--- config.mk ---
export PLATFORM = sky130hd
export DESIGN_NAME = spc_status_prescaler
export DESIGN_NICKNAME = d
export VERILOG_FILES = /design/src/rtl/spc_pkg.sv /design/src/rtl/spc_fifo.sv /design/src/rtl/spc_status_prescaler.sv
export SDC_FILE = /design/constraint.sdc
export NUM_CORES = 1
export LEC_CHECK = 0
export BUFFER_PORTS_ARGS = -buffer_cell sky130_fd_sc_hd__buf_2
export CORE_ASPECT_RATIO = 1.2
export CORE_MARGIN = 1.5
export CORE_UTILIZATION = 30
export CTS_BUF_LIST = sky130_fd_sc_hd__clkbuf_16
export CTS_CLUSTER_DIAMETER = 50
export DETAILED_ROUTE_END_ITERATION = 6
export GPL_ROUTABILITY_DRIVEN = 0
export GPL_TIMING_DRIVEN = 1
export PLACE_DENSITY = 0.51
export SLEW_MARGIN = 20
export SYNTH_ARGS = -nofsm -noshare
export SYNTH_HDL_FRONTEND = slang
export SYNTH_HIERARCHICAL = 1
export SYNTH_SLANG_ARGS = --single-unit
--- constraint.sdc ---
create_clock -name CORE_CLK_I -period 2.1 [get_ports CORE_CLK_I]
set_input_delay 0 -clock CORE_CLK_I [delete_from_list [all_inputs] [get_ports CORE_CLK_I]]
set_output_delay 0 -clock CORE_CLK_I [all_outputs]
set_load 0.05 [all_outputs]
--- src/rtl/spc_pkg.sv ---
/*
 * Constants for the serial master status, interrupt-enable and clock
 * prescaler block: register offsets, bit positions, reset values and
 * buffer sizes. Assumes an 8-bit special function register bus.
 */
package spc_pkg;

  ////////////////////////////////////////////////////////////////////////////
  // Register offsets.
  localparam logic [7:0] ADDR_PRESCALER = 8'hD2;
  localparam logic [7:0] ADDR_STATUS = 8'hD3;
  localparam logic [7:0] ADDR_IRQ_ENABLE = 8'hD7;
  localparam logic [7:0] ADDR_TX_DATA = 8'hD4;
  localparam logic [7:0] ADDR_RX_DATA = 8'hD5;

  ////////////////////////////////////////////////////////////////////////////
  // Reset values and masks.
  localparam logic [7:0] RST_PRESCALER = 8'h04;
  localparam logic [7:0] RST_STATUS = 8'h02;
  localparam logic [7:0] RST_IRQ_ENABLE = 8'h00;
  localparam logic [7:0] MASK_IRQ_ENABLE = 8'h0F;
  localparam logic [7:0] MASK_PRESCALER = 8'hFC;
  localparam logic [7:0] ZERO_BYTE = 8'h00;

  ////////////////////////////////////////////////////////////////////////////
  // Status and enable bit positions; enable bit n gates status bit n.
  localparam int BIT_RX_FULL = 0;
  localparam int BIT_TX_EMPTY = 1;
  localparam int BIT_RX_OVERRUN = 2;
  localparam int BIT_TX_END = 3;
  localparam int BIT_BUSY = 4;
  localparam int NUM_FLAGS = 4;

  ////////////////////////////////////////////////////////////////////////////
  // Prescaler: lowest weighted bit and its weight.
  localparam int PRESCALE_LSB = 2;
  localparam int PRESCALE_BITS = 6;
  localparam logic [7:0] PRESCALE_W4 = 8'h04;
  localparam logic [6:0] HALF_ONE = 7'h01;

  ////////////////////////////////////////////////////////////////////////////
  // Receive buffer.
  localparam int DATA_W = 8;
  localparam int RX_FIFO_DEPTH = 8;

endpackage : spc_pkg

--- src/rtl/spc_fifo.sv ---
/*
 * Synchronous FIFO with valid/ready on both sides and registered full and
 * empty. Assumes a single clock and a depth that is a power of two.
 */
`timescale 1ns/1ps
module spc_fifo #(
  parameter int WIDTH = 8,
  parameter int DEPTH = 8
) (
  // Clock and reset
  input wire logic clk_i,
  input wire logic rst_ni,
  // Fill side
  input wire logic in_valid_i,
  input wire logic [WIDTH-1:0] in_data_i,
  output logic in_ready_o,
  // Drain side
  output logic out_valid_o,
  output logic [WIDTH-1:0] out_data_o,
  input wire logic out_ready_i
);

  localparam int AW = $clog2(DEPTH);
  localparam logic [AW:0] CNT_FULL = (AW + 1)'(DEPTH);
  localparam logic [AW:0] CNT_ZERO = '0;

  logic [WIDTH-1:0] mem_q [DEPTH];
  logic [AW-1:0] wr_ptr_q;
  logic [AW-1:0] rd_ptr_q;
  logic [AW:0] cnt_q;
  logic [AW:0] cnt_d;
  logic push;
  logic pop;

  assign push = in_valid_i && in_ready_o;
  assign pop = out_valid_o && out_ready_i;
  assign out_data_o = mem_q[rd_ptr_q];

  always_comb begin
    cnt_d = cnt_q;
    if (push && !pop) begin
      cnt_d = cnt_q + (AW + 1)'(1);
    end else if (pop && !push) begin
      cnt_d = cnt_q - (AW + 1)'(1);
    end
  end

  always_ff @(posedge clk_i) begin
    if (push) begin
      mem_q[wr_ptr_q] <= in_data_i;
    end
  end

  always_ff @(posedge clk_i or negedge rst_ni) begin
    if (!rst_ni) begin
      wr_ptr_q <= '0;
      rd_ptr_q <= '0;
    end else begin
      if (push) begin
        wr_ptr_q <= AW'(wr_ptr_q + AW'(1));
      end
      if (pop) begin
        rd_ptr_q <= AW'(rd_ptr_q + AW'(1));
      end
    end
  end

  always_ff @(posedge clk_i or negedge rst_ni) begin
    if (!rst_ni) begin
      cnt_q <= '0;
      in_ready_o <= 1'b1;
      out_valid_o <= 1'b0;
    end else begin
      cnt_q <= cnt_d;
      in_ready_o <= (cnt_d != CNT_FULL);
      out_valid_o <= (cnt_d != CNT_ZERO);
    end
  end

endmodule : spc_fifo

--- src/rtl/spc_status_prescaler.sv ---
/*
 * Status flags, interrupt enables, serial clock prescaler, transmit data
 * holding register and buffered receive data register of a serial master.
 * Assumes a shift engine outside that takes transmit bytes, returns
 * received bytes and reports transfer ends, and an 8-bit register bus
 * with one-cycle read and write strobes. The serial clock idles low, runs
 * only while a byte is in flight and keeps one half period for the whole
 * byte.
 */
`timescale 1ns/1ps
module spc_status_prescaler
  import spc_pkg::*;
(
  // Clock and reset
  input wire logic CORE_CLK_I,
  input wire logic RESETN_I,
  // Register bus
  input wire logic [7:0] SFR_ADDR_I,
  input wire logic SFR_WR_I,
  input wire logic SFR_RD_I,
  input wire logic [7:0] SFR_WDATA_I,
  output logic [7:0] SFR_RDATA_O,
  // Transmit side of the shift engine
  output logic [7:0] TX_DATA_O,
  output logic TX_VALID_O,
  input wire logic TX_TAKE_I,
  input wire logic XFER_DONE_I,
  // Receive side of the shift engine
  input wire logic RX_VALID_I,
  input wire logic [7:0] RX_DATA_I,
  output logic RX_READY_O,
  // Serial clock and interrupt
  output logic SCK_O,
  output logic SCK_EDGE_O,
  output logic IRQ_O
);

  ////////////////////////////////////////////////////////////////////////////
  // Register state.
  logic [7:0] prescaler_q;
  logic [NUM_FLAGS-1:0] irq_en_q;
  logic tx_end_flag_q;
  logic rx_overrun_flag_q;
  logic tx_empty_flag_q;
  logic rx_full_flag_q;
  logic busy_q;
  logic [7:0] tx_data_reg_q;
  logic [7:0] rx_data_reg_q;

  logic wr_prescaler;
  logic wr_irq_en;
  logic wr_tx_data;
  logic rd_status;
  logic rd_rx_data;
  logic rx_overrun_evt;
  logic fifo_out_valid;
  logic [7:0] fifo_out_data;
  logic [NUM_FLAGS-1:0] flags;
  logic [7:0] status_val;
  logic [7:0] rdata_d;
  logic rx_load;
  logic [NUM_FLAGS-1:0] irq_src;

  assign wr_prescaler = SFR_WR_I && (SFR_ADDR_I == ADDR_PRESCALER);
  assign wr_irq_en = SFR_WR_I && (SFR_ADDR_I == ADDR_IRQ_ENABLE);
  assign wr_tx_data = SFR_WR_I && (SFR_ADDR_I == ADDR_TX_DATA);
  assign rd_status = SFR_RD_I && (SFR_ADDR_I == ADDR_STATUS);
  assign rd_rx_data = SFR_RD_I && (SFR_ADDR_I == ADDR_RX_DATA);

  ////////////////////////////////////////////////////////////////////////////
  // Control registers.
  always_ff @(posedge CORE_CLK_I or negedge RESETN_I) begin
    if (!RESETN_I) begin
      irq_en_q <= RST_IRQ_ENABLE[NUM_FLAGS-1:0];
    end else if (wr_irq_en) begin
      irq_en_q <= SFR_WDATA_I[NUM_FLAGS-1:0];
    end
  end

  always_ff @(posedge CORE_CLK_I or negedge RESETN_I) begin
    if (!RESETN_I) begin
      prescaler_q <= RST_PRESCALER;
    end else if (wr_prescaler) begin
      prescaler_q <= SFR_WDATA_I & MASK_PRESCALER;
    end
  end

  ////////////////////////////////////////////////////////////////////////////
  // Transmit holding register and its empty flag.
  always_ff @(posedge CORE_CLK_I or negedge RESETN_I) begin
    if (!RESETN_I) begin
      tx_data_reg_q <= ZERO_BYTE;
    end else if (wr_tx_data) begin
      tx_data_reg_q <= SFR_WDATA_I;
    end
  end

  // A fresh write keeps the byte valid even when the old one is taken.
  always_ff @(posedge CORE_CLK_I or negedge RESETN_I) begin
    if (!RESETN_I) begin
      TX_VALID_O <= 1'b0;
    end else if (wr_tx_data) begin
      TX_VALID_O <= 1'b1;
    end else if (TX_TAKE_I) begin
      TX_VALID_O <= 1'b0;
    end
  end

  assign TX_DATA_O = tx_data_reg_q;

  // A load in the same cycle as a write wins, so the flag reads set.
  always_ff @(posedge CORE_CLK_I or negedge RESETN_I) begin
    if (!RESETN_I) begin
      tx_empty_flag_q <= RST_STATUS[BIT_TX_EMPTY];
    end else if (TX_TAKE_I && TX_VALID_O) begin
      tx_empty_flag_q <= 1'b1;
    end else if (wr_tx_data) begin
      tx_empty_flag_q <= 1'b0;
    end
  end

  ////////////////////////////////////////////////////////////////////////////
  // Busy and transmission end.
  always_ff @(posedge CORE_CLK_I or negedge RESETN_I) begin
    if (!RESETN_I) begin
      busy_q <= RST_STATUS[BIT_BUSY];
    end else if (TX_TAKE_I && TX_VALID_O) begin
      busy_q <= 1'b1;
    end else if (XFER_DONE_I) begin
      busy_q <= 1'b0;
    end
  end

  always_ff @(posedge CORE_CLK_I or negedge RESETN_I) begin
    if (!RESETN_I) begin
      tx_end_flag_q <= RST_STATUS[BIT_TX_END];
    end else if (XFER_DONE_I) begin
      tx_end_flag_q <= 1'b1;
    end else if (rd_status) begin
      tx_end_flag_q <= 1'b0;
    end
  end

  ////////////////////////////////////////////////////////////////////////////
  // Receive path: buffer, data register, full and overrun flags.
  spc_fifo #(
    .WIDTH(DATA_W),
    .DEPTH(RX_FIFO_DEPTH)
  ) u_rx_fifo (
    .clk_i(CORE_CLK_I),
    .rst_ni(RESETN_I),
    .in_valid_i(RX_VALID_I),
    .in_data_i(RX_DATA_I),
    .in_ready_o(RX_READY_O),
    .out_valid_o(fifo_out_valid),
    .out_data_o(fifo_out_data),
    .out_ready_i(!rx_full_flag_q)
  );

  // A byte offered while the receive buffer is full is lost, even if the data register is empty.
  assign rx_overrun_evt = RX_VALID_I && !RX_READY_O;
  // A buffered byte moves on only while the data register is empty: after reset or once it has been read.
  assign rx_load = fifo_out_valid && !rx_full_flag_q;

  always_ff @(posedge CORE_CLK_I or negedge RESETN_I) begin
    if (!RESETN_I) begin
      rx_data_reg_q <= ZERO_BYTE;
    end else if (rx_load) begin
      rx_data_reg_q <= fifo_out_data;
    end
  end

  always_ff @(posedge CORE_CLK_I or negedge RESETN_I) begin
    if (!RESETN_I) begin
      rx_full_flag_q <= RST_STATUS[BIT_RX_FULL];
    end else if (rx_load) begin
      rx_full_flag_q <= 1'b1;
    end else if (rd_rx_data) begin
      rx_full_flag_q <= 1'b0;
    end
  end

  always_ff @(posedge CORE_CLK_I or negedge RESETN_I) begin
    if (!RESETN_I) begin
      rx_overrun_flag_q <= RST_STATUS[BIT_RX_OVERRUN];
    end else if (rx_overrun_evt) begin
      rx_overrun_flag_q <= 1'b1;
    end else if (rd_status) begin
      rx_overrun_flag_q <= 1'b0;
    end
  end

  ////////////////////////////////////////////////////////////////////////////
  // Status byte and read data.
  always_comb begin
    flags = '0;
    flags[BIT_TX_END] = tx_end_flag_q;
    flags[BIT_RX_OVERRUN] = rx_overrun_flag_q;
    flags[BIT_TX_EMPTY] = tx_empty_flag_q;
    flags[BIT_RX_FULL] = rx_full_flag_q;
    status_val = ZERO_BYTE;
    status_val[NUM_FLAGS-1:0] = flags;
    status_val[BIT_BUSY] = busy_q;
  end

  always_comb begin
    case (SFR_ADDR_I)
      ADDR_PRESCALER: rdata_d = prescaler_q;
      ADDR_STATUS: rdata_d = status_val;
      ADDR_IRQ_ENABLE: rdata_d = {4'h0, irq_en_q};
      ADDR_TX_DATA: rdata_d = tx_data_reg_q;
      ADDR_RX_DATA: rdata_d = rx_data_reg_q;
      default: rdata_d = ZERO_BYTE;
    endcase
  end

  // The read data holds between reads, so a late sample still sees it.
  always_ff @(posedge CORE_CLK_I or negedge RESETN_I) begin
    if (!RESETN_I) begin
      SFR_RDATA_O <= ZERO_BYTE;
    end else if (SFR_RD_I) begin
      SFR_RDATA_O <= rdata_d;
    end
  end

  ////////////////////////////////////////////////////////////////////////////
  // Interrupt request: each flag gated by its own enable bit.
  for (genvar g = 0; g < NUM_FLAGS; g++) begin : g_irq_src
    assign irq_src[g] = flags[g] && irq_en_q[g];
  end

  always_ff @(posedge CORE_CLK_I or negedge RESETN_I) begin
    if (!RESETN_I) begin
      IRQ_O <= 1'b0;
    end else begin
      IRQ_O <= |irq_src;
    end
  end

  ////////////////////////////////////////////////////////////////////////////
  // Serial clock prescaler.
  logic [7:0] weight [PRESCALE_BITS];
  logic [7:0] divisor;
  logic [6:0] half_period;
  logic [6:0] div_cnt_q;
  logic [6:0] half_q;
  logic sck_run;
  logic sck_tick;

  for (genvar i = 0; i < PRESCALE_BITS; i++) begin : g_weight
    assign weight[i] = prescaler_q[PRESCALE_LSB + i] ? (PRESCALE_W4 << i) : ZERO_BYTE;
  end

  always_comb begin
    divisor = ZERO_BYTE;
    for (int k = 0; k < PRESCALE_BITS; k++) begin
      divisor = divisor + weight[k];
    end
    half_period = divisor[7:1];
  end

  // The half period is captured when a byte is loaded, so a prescaler write
  // during a byte cannot stretch or cut a clock phase.
  always_ff @(posedge CORE_CLK_I or negedge RESETN_I) begin
    if (!RESETN_I) begin
      half_q <= '0;
    end else if (TX_TAKE_I && TX_VALID_O) begin
      half_q <= half_period;
    end
  end

  // The clock runs only during a transfer and idles low; with no bit set
  // the divisor is zero and the clock is held.
  assign sck_run = busy_q && (half_q != '0);
  assign sck_tick = sck_run && (div_cnt_q >= half_q - HALF_ONE);

  always_ff @(posedge CORE_CLK_I or negedge RESETN_I) begin
    if (!RESETN_I) begin
      div_cnt_q <= '0;
    end else if (!sck_run || sck_tick) begin
      div_cnt_q <= '0;
    end else begin
      div_cnt_q <= div_cnt_q + HALF_ONE;
    end
  end

  always_ff @(posedge CORE_CLK_I or negedge RESETN_I) begin
    if (!RESETN_I) begin
      SCK_O <= 1'b0;
    end else if (!sck_run) begin
      SCK_O <= 1'b0;
    end else if (sck_tick) begin
      SCK_O <= !SCK_O;
    end
  end

  always_ff @(posedge CORE_CLK_I or negedge RESETN_I) begin
    if (!RESETN_I) begin
      SCK_EDGE_O <= 1'b0;
    end else begin
      SCK_EDGE_O <= sck_tick;
    end
  end

endmodule : spc_status_prescaler

Yosys cells after proc, flatten, opt, wreduce, memory -nomap -nowiden
Memories as Yosys holds them, arrays and structs flattened. A register that Yosys moved wholly into a read port is not among the register bits.
Cells that the tools add are included.

word-level totals
  register bits = 61
  memory bits (writable) = 64
  input bits = 31
  output and inout bits = 21
  memories = 1

operators by class
  add/sub/neg operators = 11
  $lt $le $gt $ge = 1
  eq/ne operators = 7
  multiplexer cells = 25
  reduce and logical (&&, ||, !) cells = 34

memory list
  memory           depth  width  read ports  clocked after Yosys merged registers in  write ports  RTL line        source
  u_rx_fifo.mem_q  8      8      1           1                                        1            spc_fifo.sv:27  logic [WIDTH-1:0] mem_q [DEPTH];

operators by type and width
  operator                                           number
  == test 8 bit (second input constant)              5
  case mux 8 bit (5 select lines)                    1
  logical AND 1 bit                                  17
  two-way mux 1 bit                                  15
  two-way mux 7 bit                                  2
  two-way mux 4 bit                                  3
  nonzero test 2 bit                                 6
  adder 7 x 7 -> 8 bit                               1
  adder 8 bit                                        1
  two-way mux 8 bit                                  1
  adder 6 x 6 -> 7 bit                               1
  adder 7 x 1 -> 7 bit (second input constant)       1
  >= comparator 7 bit                                1
  zero test 1 bit                                    7
  nonzero test 7 bit                                 1
  subtractor 7 x 1 -> 7 bit (second input constant)  1
  adder 3 x 1 -> 3 bit (second input constant)       2
  adder 5 x 5 -> 6 bit                               1
  two-way mux 6 bit                                  1
  adder 3 x 4 -> 5 bit                               1
  two-way mux 5 bit                                  1
  adder 4 x 1 -> 4 bit (second input constant)       1
  inequality test 4 bit (second input constant)      1
  nonzero test 4 bit                                 1
  other kinds (5)                                    5

Depth between registers and ports, before layout
Gate-level depths: netlist (run 1).

  depth after elaboration = 6
  depth in mapped cells = 9
  mapped depth without buffers = 9

Modules after synthesis
The synthesis (run 1) kept the hierarchy.

modules (own cells, without submodules)
  module                instances  cells each  area each (um^2)  seq. area each (um^2)
  spc_fifo              1          157         3093.0            2223.4
  spc_status_prescaler  1          226         2708.8            1403.8

Worst setup path before layout (run 1)
No wires, ideal clock.

  kind = register to register
  from = reg u_rx_fifo.in_ready_o
  to = mem u_rx_fifo.mem_q[0][0], enable pin
  setup time = 0.383 ns
  arrival time = 1.800 ns
  required time = 1.717 ns
  path slack = -0.084 ns
  stages on the path, launching flop included = 5
  buffers on the path = 1
  period minus slack after synthesis = 2.184 ns
  cells stage by stage = dfstp_2 -> and2_1 -> clkbuf_1 -> nand2b_1 -> nor3_1

on the way
  word-level cells in the longest chain between the ends = 3

ends and longest elaborated chain
  what                                     RTL line        source
  start: declaration                       spc_fifo.sv:16  output logic in_ready_o,
  start signal: assignment                 spc_fifo.sv:75  in_ready_o <= (cnt_d != CNT_FULL);
  logical AND 1 bit                        spc_fifo.sv:35  assign push = in_valid_i && in_ready_o;
  two-way mux 1 bit                        spc_fifo.sv:49  if (push) begin
  two-way mux 1 bit (implied by the code)  spc_fifo.sv:50  mem_q[wr_ptr_q] <= in_data_i;
  end: declaration                         spc_fifo.sv:27

No other way between the ends.

Worst setup path after layout (run 1)
  from = reg half_q[3]
  to = reg SCK_O

on the way
  word-level cells in the longest chain between the ends = 4
  elaborated cells on any way between the ends = 7
  classes of those cells = 1 x add/sub; 1 x order compare; 1 x eq/ne; 1 x mux; 3 x reduce/logical

ends and longest elaborated chain
  what                                                             RTL line                                                  source
  start: declaration                                               spc_status_prescaler.sv:246                               logic [6:0] half_q;
  start signal: assignment                                         spc_status_prescaler.sv:268                               half_q <= half_period;
  subtractor 7 x 1 -> 7 bit or nonzero test 7 bit (tied branches)  spc_status_prescaler.sv:275, spc_status_prescaler.sv:274
  >= comparator 7 bit or logical AND 1 bit (tied branches)         spc_status_prescaler.sv:275, spc_status_prescaler.sv:274
  logical AND 1 bit                                                spc_status_prescaler.sv:275                               assign sck_tick = sck_run && (div_cnt_q >= half_q - HALF_ONE);
  inequality test 2 x 1 -> 1 bit (no line)                         --
  end signal: assignment                                           spc_status_prescaler.sv:293                               SCK_O <= !SCK_O;
  end: declaration                                                 spc_status_prescaler.sv:33                                output logic SCK_O,

Several ways; a longest one is shown, not always the timed one.
A chain may end at the register's enable or synchronous reset.

==> impl_metrics.env, run 1 <==
export IMPL_mostFrequentLayoutCells="dfrtp_1, edfxtp_1, buf_2"
export IMPL_ys_types=49
export IMPL_async_flop_share=0.5152
export IMPL_portBuffers=51
export IMPL_nNetsFinal=523
export IMPL_r2r_setup_slack_ns=0.1
export IMPL_critPathSlowestCell="dfrtp_1"
export IMPL_path_buf_inv=0
export IMPL_vias=3485
export IMPL_clock_root_buffer="clkbuf_16"
export IMPL_grt_max_degree=69
export IMPL_gr_total_overflow=0
export IMPL_die_area_um2=20190
export IMPL_fin_skew_ns=0.008764
export IMPL_grt_setup_unrepaired="yes"
export IMPL_timing_final_hold_violations=0
export IMPL_post_dp_hpwl_mm=8.315
export IMPL_crit_required_ns=2.41
export IMPL_worstHoldPathType="primary input to flip-flop"
export IMPL_dr_pass1_iters=5
export IMPL_cp_end_kind="flip-flop"
export IMPL_critPathArrivalTime_ns=2.31
export IMPL_std_cell_rows=55
export IMPL_fin_hold_ws_ns=0.01670
export IMPL_fmaxAchievable_mhz=499.2
export IMPL_antenna_found_initial=0
export IMPL_ys_seq_elements=132
export IMPL_clockBufferDepth=2
export IMPL_power_density_nw_per_um2=975.3
export IMPL_grt_pass1_wl_mm=19.64
export IMPL_setup_viol=0
export IMPL_drtIter0Drc=169
export IMPL_syn_area_um2=5802
export IMPL_grt_pass1_vias=3691
export IMPL_synth_edf_count=64
export IMPL_final_period_utilization=0.9538
export IMPL_drc=0
export IMPL_die_w_um=130.0
export IMPL_maxCapViolCount=0
export IMPL_final_common_cell="dfrtp_1"
export IMPL_cts_max_level=4
export IMPL_path_cells="nor3_2, nand2_1, xor2_1, ha_1, a21oi_2, o21ai_2, or3_1, and3_1"
export IMPL_num_antenna_cells=0
export IMPL_cpPeakStageDelay_ns=0.39
export IMPL_grtUsageTotal=0.1304
export IMPL_clkTransAtPathRegs_ns=0.06
export IMPL_period_needed_ns=2.003
export IMPL_clk_latency_ns=0.42
export IMPL_cts_sinks=132
export IMPL_post_drt_wl_per_cell_um=16.14
export IMPL_holdPathStages=4
export IMPL_synth_flop_cell="dfrtp_1"
export IMPL_leakage_nw=3.053
export IMPL_start_util=0.3066
export IMPL_synth_fp_nets=426
export IMPL_avgViaCountPerCell=4.653
export IMPL_core_um2=18920
export IMPL_synth_warning_count=6
export IMPL_start_kind="flip-flop"
export IMPL_final_instance_count_excl_fill=749
export IMPL_ir_drop_mv=0.6383
export IMPL_outcome="finished, final reports clean"
export IMPL_drive_above_1_share=0.3225
export IMPL_die_height_um=155.3
export IMPL_wl_mm=12.09
export IMPL_cts_buffers=17
export IMPL_r2r_cells=8
export IMPL_cp_max_fo=3
export IMPL_drv_slew=0
export IMPL_crit_family="simple AND/OR/NAND/NOR gates"
export IMPL_synth_area_per_cell_um2=15.15
export IMPL_areaGrowthSynthToFinish_pct=25.77
export IMPL_cts_tree="built"
export IMPL_crit_cells=8
export IMPL_synth_seq_area_share=0.6252
export IMPL_postRouteAntennaNets=0
export IMPL_synth_cells=383
export IMPL_dp_cells=695
export IMPL_ioPinCount=52
export IMPL_tightest_slew_ns=0.5995
export IMPL_relSlewSlack=0.5999
export IMPL_critical_path_class="flip-flop to flip-flop"
==> sequential cells by signal (all words and copies together), names as in the netlist, 3 cells and up <==
| signal | cells |
|---|---|
| irq_en_q | 4 |
| u_rx_fifo/cnt_q | 4 |
| TX_DATA_O | 8 |
| u_rx_fifo/rd_ptr_q | 3 |
| u_rx_fifo/mem_q | 64 |
| half_q | 6 |
| rx_data_reg_q | 8 |
| SFR_RDATA_O | 8 |
| u_rx_fifo/wr_ptr_q | 3 |
| div_cnt_q | 7 |
| prescaler_q | 6 |
==> metal layers <==
layer / part of all wire / up-vias / global-route usage / routed length [um]
met1: 0.44 / 1732 / 0.1564 / 5353
met3: 0.033 / 14 / 0.02957 / 401
met5: 0 / - / 0 / 0
met4: 0.011 / 0 / 0.05185 / 129
li1: - / 1660 / - / -
met2: 0.51 / 79 / 0.2252 / 6203
==> repair_timing <==
action,in CTS,in global routing
setup buffers,0,0
resized for setup,1,5
hold buffers,22,0
pin swaps,0,4
endpoints found under the setup margin,1,8
endpoints found under the hold margin,158,0
==> layout make-up <==
class	instances	area, um^2
fillers	1795	11630
inverters	12	45.04
clock buffers	17	425.4
well taps	256	320.3
flip-flops and latches	132	3627
multi-input cells	226	2081
repair buffers	91	648.1
clock inverters	15	150.1
==> path summary, 6_finish.rpt <==
check / to / start
hold / removal: SFR_RDATA_O[3]$_DFFE_PN0P_ / SFR_ADDR_I[5]
hold reg to reg: u_rx_fifo/cnt_q[3]$_DFF_PN0_ / u_rx_fifo/cnt_q[3]$_DFF_PN0_
setup / recovery: SCK_O$_DFFE_PN0P_ / half_q[3]$_DFFE_PN0P_
setup reg to reg: SCK_O$_DFFE_PN0P_ / half_q[3]$_DFFE_PN0P_
max in group asynchronous: tx_empty_flag_q$_DFFE_PN1P_ / RESETN_I
min in group asynchronous: SCK_O$_DFFE_PN0P_ / RESETN_I
==> power by group <==
part | switching (W) | total [W] | internal (W) | leakage (nW)
combinational | 0.000570 | 0.00102 | 0.000449 | 1.29
sequential | 0.000184 | 0.00324 | 0.00306 | 1.48
clock | 0.00119 | 0.00285 | 0.00166 | 0.281
==> cell usage after synthesis (2+ instances only) <==
cell type | number | area (um^2)
a21o_1 | 3 | 22.52
a21oi_1 | 10 | 50.05
a221o_1 | 2 | 20.02
a221oi_1 | 3 | 26.28
a22o_1 | 4 | 35.03
a22oi_1 | 8 | 60.06
and2_1 | 2 | 12.51
and3_1 | 3 | 18.77
buf_1 | 2 | 7.510
buf_2 | 6 | 30.03
clkbuf_1 | 3 | 11.26
dfrtp_1 | 65 | 1627
dfstp_2 | 3 | 78.83
edfxtp_1 | 64 | 1922
ha_1 | 12 | 150.1
inv_1 | 12 | 45.04
mux2_2 | 45 | 506.7
mux2i_1 | 3 | 30.03
mux4_1 | 16 | 420.4
nand2_1 | 22 | 82.58
nand2b_1 | 4 | 25.02
nand3_1 | 11 | 55.05
nand3b_1 | 3 | 22.52
nor2_1 | 21 | 78.83
nor2b_1 | 3 | 18.77
nor3_1 | 6 | 30.03
o21a_1 | 2 | 15.01
o21ai_0 | 8 | 40.04
o2bb2ai_1 | 3 | 26.28
xnor2_1 | 10 | 87.58
xor2_1 | 6 | 52.55
==> stage by stage <==
stage	utilization	total power [W]	setup slack (ns)	TNS, ns	instance area, um^2
floorplan	-	0.003920	0.03140	0	5812
global placement	0.3424	0.004265	0.03900	0	6480
detailed placement	0.3424	0.004306	0.009340	0	6480
CTS	0.3847	0.007219	0.06784	0	7281
global route	0.3856	0.007457	-0.04064	-0.04064	7297
finish	0.3856	0.007117	0.09698	0	7297
==> logic make-up (layout without fill, tap and decap cells) <==
group                    after synthesis  count (layout)  synth area share
buffers and inverters                 25             135           0.02157
flip-flops                           132             132            0.6252
adder cells (fa/ha/maj)               12              12           0.02588
AO/OA/AOI/OAI                         49              49           0.05931
XOR/XNOR                              16              16           0.02415
AND/OR/NAND/NOR                       85              85           0.07893
multiplexers                          64              64            0.1650
==> worst min-delay path, delay by kind of cell <==
| family | cells | cell delay (ns) |
|---|---|---|
| AOI/OAI and AO/OA | 1 | 0.09 |
| and+or+nand+nor | 2 | 0.18 |
| buffers and inverters | 1 | 0.12 |
No activity file was read; power rests on OpenSTA's default activity.
==> run 2, diff against run 1 <==
--- a/config.mk
+++ b/config.mk
@@ -10,3 +10,3 @@
 export CORE_MARGIN = 1.5
-export CORE_UTILIZATION = 30
+export CORE_UTILIZATION = 53
 export CTS_BUF_LIST = sky130_fd_sc_hd__clkbuf_16
@@ -16,3 +16,3 @@
 export GPL_TIMING_DRIVEN = 1
-export PLACE_DENSITY = 0.51
+export PLACE_DENSITY = 0.78
 export SLEW_MARGIN = 20
==> constraint.sdc (replaced) <==
create_clock -name CORE_CLK_I -period 1.8 [get_ports CORE_CLK_I]
set_input_delay 0.09 -clock CORE_CLK_I [delete_from_list [all_inputs] [get_ports CORE_CLK_I]]
set_output_delay 0.09 -clock CORE_CLK_I [all_outputs]
set_load 0.05 [all_outputs]
==> impl_metrics.env, run 2 (synthesized netlist as in run 1, its figures left out) <==
export IMPL_grt_max_degree=69
export IMPL_clock_root_buffer="clkbuf_16"
export IMPL_maxCapViolCount=0
export IMPL_cts_tree="built"
export IMPL_critPathSlowestCell="dfrtp_1"
export IMPL_fmaxAchievable_mhz=496.7
export IMPL_path_buf_inv=0
export IMPL_mostFrequentLayoutCells="dfrtp_1, edfxtp_1, buf_2"
export IMPL_drc=0
export IMPL_critPathArrivalTime_ns=2.32
export IMPL_cp_end_kind="flip-flop"
export IMPL_post_dp_hpwl_mm=8.047
export IMPL_wl_mm=12.51
export IMPL_fin_hold_ws_ns=0.04508
export IMPL_final_period_utilization=1.118
export IMPL_core_um2=10570
export IMPL_drv_slew=0
export IMPL_grt_pass1_vias=3934
export IMPL_regArea_um2=3628
export IMPL_grt_setup_unrepaired="yes"
export IMPL_die_area_um2=11590
export IMPL_drive_above_1_share=0.4258
export IMPL_postRouteAntennaNets=0
export IMPL_die_height_um=117.6
export IMPL_crit_required_ns=2.10
export IMPL_top_register="u_rx_fifo/mem_q"
export IMPL_clockBufferDepth=2
export IMPL_drtIter0Drc=166
export IMPL_nNetsFinal=543
export IMPL_switching_share=0.2726
export IMPL_n_fill_cell=683
export IMPL_areaGrowthSynthToFinish_pct=28.32
export IMPL_power_total_w=0.008746
export IMPL_gr_total_overflow=0
export IMPL_critical_path_class="flip-flop to flip-flop"
export IMPL_violations="negative setup slack"
export IMPL_start_util=0.5490
export IMPL_clk_latency_ns=0.42
export IMPL_final_instance_count_excl_fill=641
export IMPL_num_antenna_cells=0
export IMPL_grtUsageTotal=0.2321
export IMPL_fin_util=0.7045
export IMPL_antenna_found_initial=0
export IMPL_pwr_share_clk=0.393
export IMPL_die_w_um=98.51
export IMPL_ioPinCount=52
export IMPL_setup_viol=11
export IMPL_pwr_share_seq=0.436
export IMPL_layout_setup_ws_ns=-0.2131
export IMPL_cts_max_level=4
export IMPL_multi_input_area_um2=2156
export IMPL_vias=3653
export IMPL_largest_reg_flops=64
export IMPL_avgViaCountPerCell=5.699
export IMPL_combPwrFrac=0.170
export IMPL_start_kind="flip-flop"
export IMPL_leakage_nw=3.176
export IMPL_cts_sinks=132
export IMPL_tightest_slew_ns=0.6527
export IMPL_cp_max_fo=3
export IMPL_power_internal_w=0.006362
export IMPL_power_density_nw_per_um2=1175
export IMPL_std_cell_rows=41
export IMPL_cpPeakStageDelay_ns=0.40
export IMPL_clkTransAtPathRegs_ns=0.06
export IMPL_dr_pass1_iters=4
export IMPL_fin_skew_ns=0.008564
export IMPL_timing_final_hold_violations=0
export IMPL_grt_pass1_wl_mm=20.29
export IMPL_crit_family="simple AND/OR/NAND/NOR gates"
export IMPL_ir_drop_mv=0.6816
export IMPL_outcome="finished with violations"
export IMPL_path_cells="nor3_2, nand2_1, xor2_1, ha_1, a21oi_2, o21ai_1, or3_1, and3_1"
export IMPL_dp_cells=581
export IMPL_portBuffers=51
export IMPL_worstHoldPathType="primary input to flip-flop"
export IMPL_relSlewSlack=0.5649
export IMPL_switching_power_w=0.002384
export IMPL_post_drt_wl_per_cell_um=19.52
export IMPL_period_needed_ns=2.013
export IMPL_cts_buffers=17
run 2: cell count changes in the layout (fill, tap and decap cells not counted), moves of 3 or more:
cell and delta:
nor2_1 -14, inv_6 +4, mux4_1 -16, buf_4 +17, mux4_2 +16, nand2_2 +3
nor2_2 +13, mux2_4 +16, nand2_1 -3, mux2_2 -16
run 2: cell type report:
class / count / share of cell area
inverter: 12 / 0.006050
sequential: 132 / 0.4874
timing repair buffer: 111 / 0.1158
multi-input combinational: 226 / 0.2896
tap: 129 / 0.02168
clock buffer: 17 / 0.05714
clock inverter: 14 / 0.02235
run 2: path summary, 6_finish.rpt:
check / startpoint / to / slack (ns) / cells past startpoint
max in group asynchronous: RESETN_I / u_rx_fifo/in_ready_o$_DFF_PN1_ / 1.23 / 3
max reg2reg: half_q[2]$_DFFE_PN0P_ / SCK_O$_DFFE_PN0P_ / -0.21 / 8
max: half_q[2]$_DFFE_PN0P_ / SCK_O$_DFFE_PN0P_ / -0.21 / 8
min: SFR_RD_I / SFR_RDATA_O[4]$_DFFE_PN0P_ / 0.05 / 3
min in group asynchronous: RESETN_I / prescaler_q[7]$_DFFE_PN0P_ / 0.20 / 3
min reg2reg: u_rx_fifo/cnt_q[3]$_DFF_PN0_ / u_rx_fifo/cnt_q[3]$_DFF_PN0_ / 0.48 / 1
run 2: power groups by stage:
| stage | registers (W) | clock network (W) | logic, W |
|---|---|---|---|
| 2_1_floorplan | 0.00388 | 0 | 0.000774 |
| 4_1_cts | 0.00381 | 0.00349 | 0.00150 |
| 3_5_place_dp | 0.00385 | 0 | 0.00131 |
| 5_1_grt | 0.00385 | 0.00362 | 0.00161 |
| 3_3_place_gp | 0.00383 | 0 | 0.00125 |
| 6_report | 0.00382 | 0.00344 | 0.00149 |
run 2: routing by layer:
layer,GRT usage,up-vias,wire length (um)
met2,0.4161,98,6985
li1,-,1690,-
met4,0.08539,0,218
met1,0.2624,1842,4856
met5,0,-,0
met3,0.06235,23,451
run 2: metrics by stage:
stage / setup WS, ns / setup TNS, ns / cell area, um^2
3_5_place_dp: -0.1962 / -1.364 / 6495
3_3_place_gp: -0.1131 / -0.5874 / 6495
5_1_grt: -0.3522 / -2.920 / 7445
4_1_cts: -0.2007 / -1.280 / 7396
2_1_floorplan: -0.1178 / -0.1178 / 5867
6_report: -0.2131 / -1.773 / 7445
run 2: worst min-delay path, delay by kind of cell:
kind / cells / cell delay [ns]
AO/OA/AOI/OAI: 1 / 0.09
buffers and inverters: 1 / 0.10
AND/OR/NAND/NOR: 1 / 0.13
run 2: timing repair:
| item | in CTS | in global routing |
|---|---|---|
| endpoints found under the hold margin | 152 | 0 |
| pin swaps | 9 | 3 |
| hold buffers | 20 | 0 |
| endpoints found under the setup margin | 13 | 28 |
| buffers inserted | 7 | 1 |
| gates resized for setup | 33 | 19 |
| gates cloned | 2 | 0 |
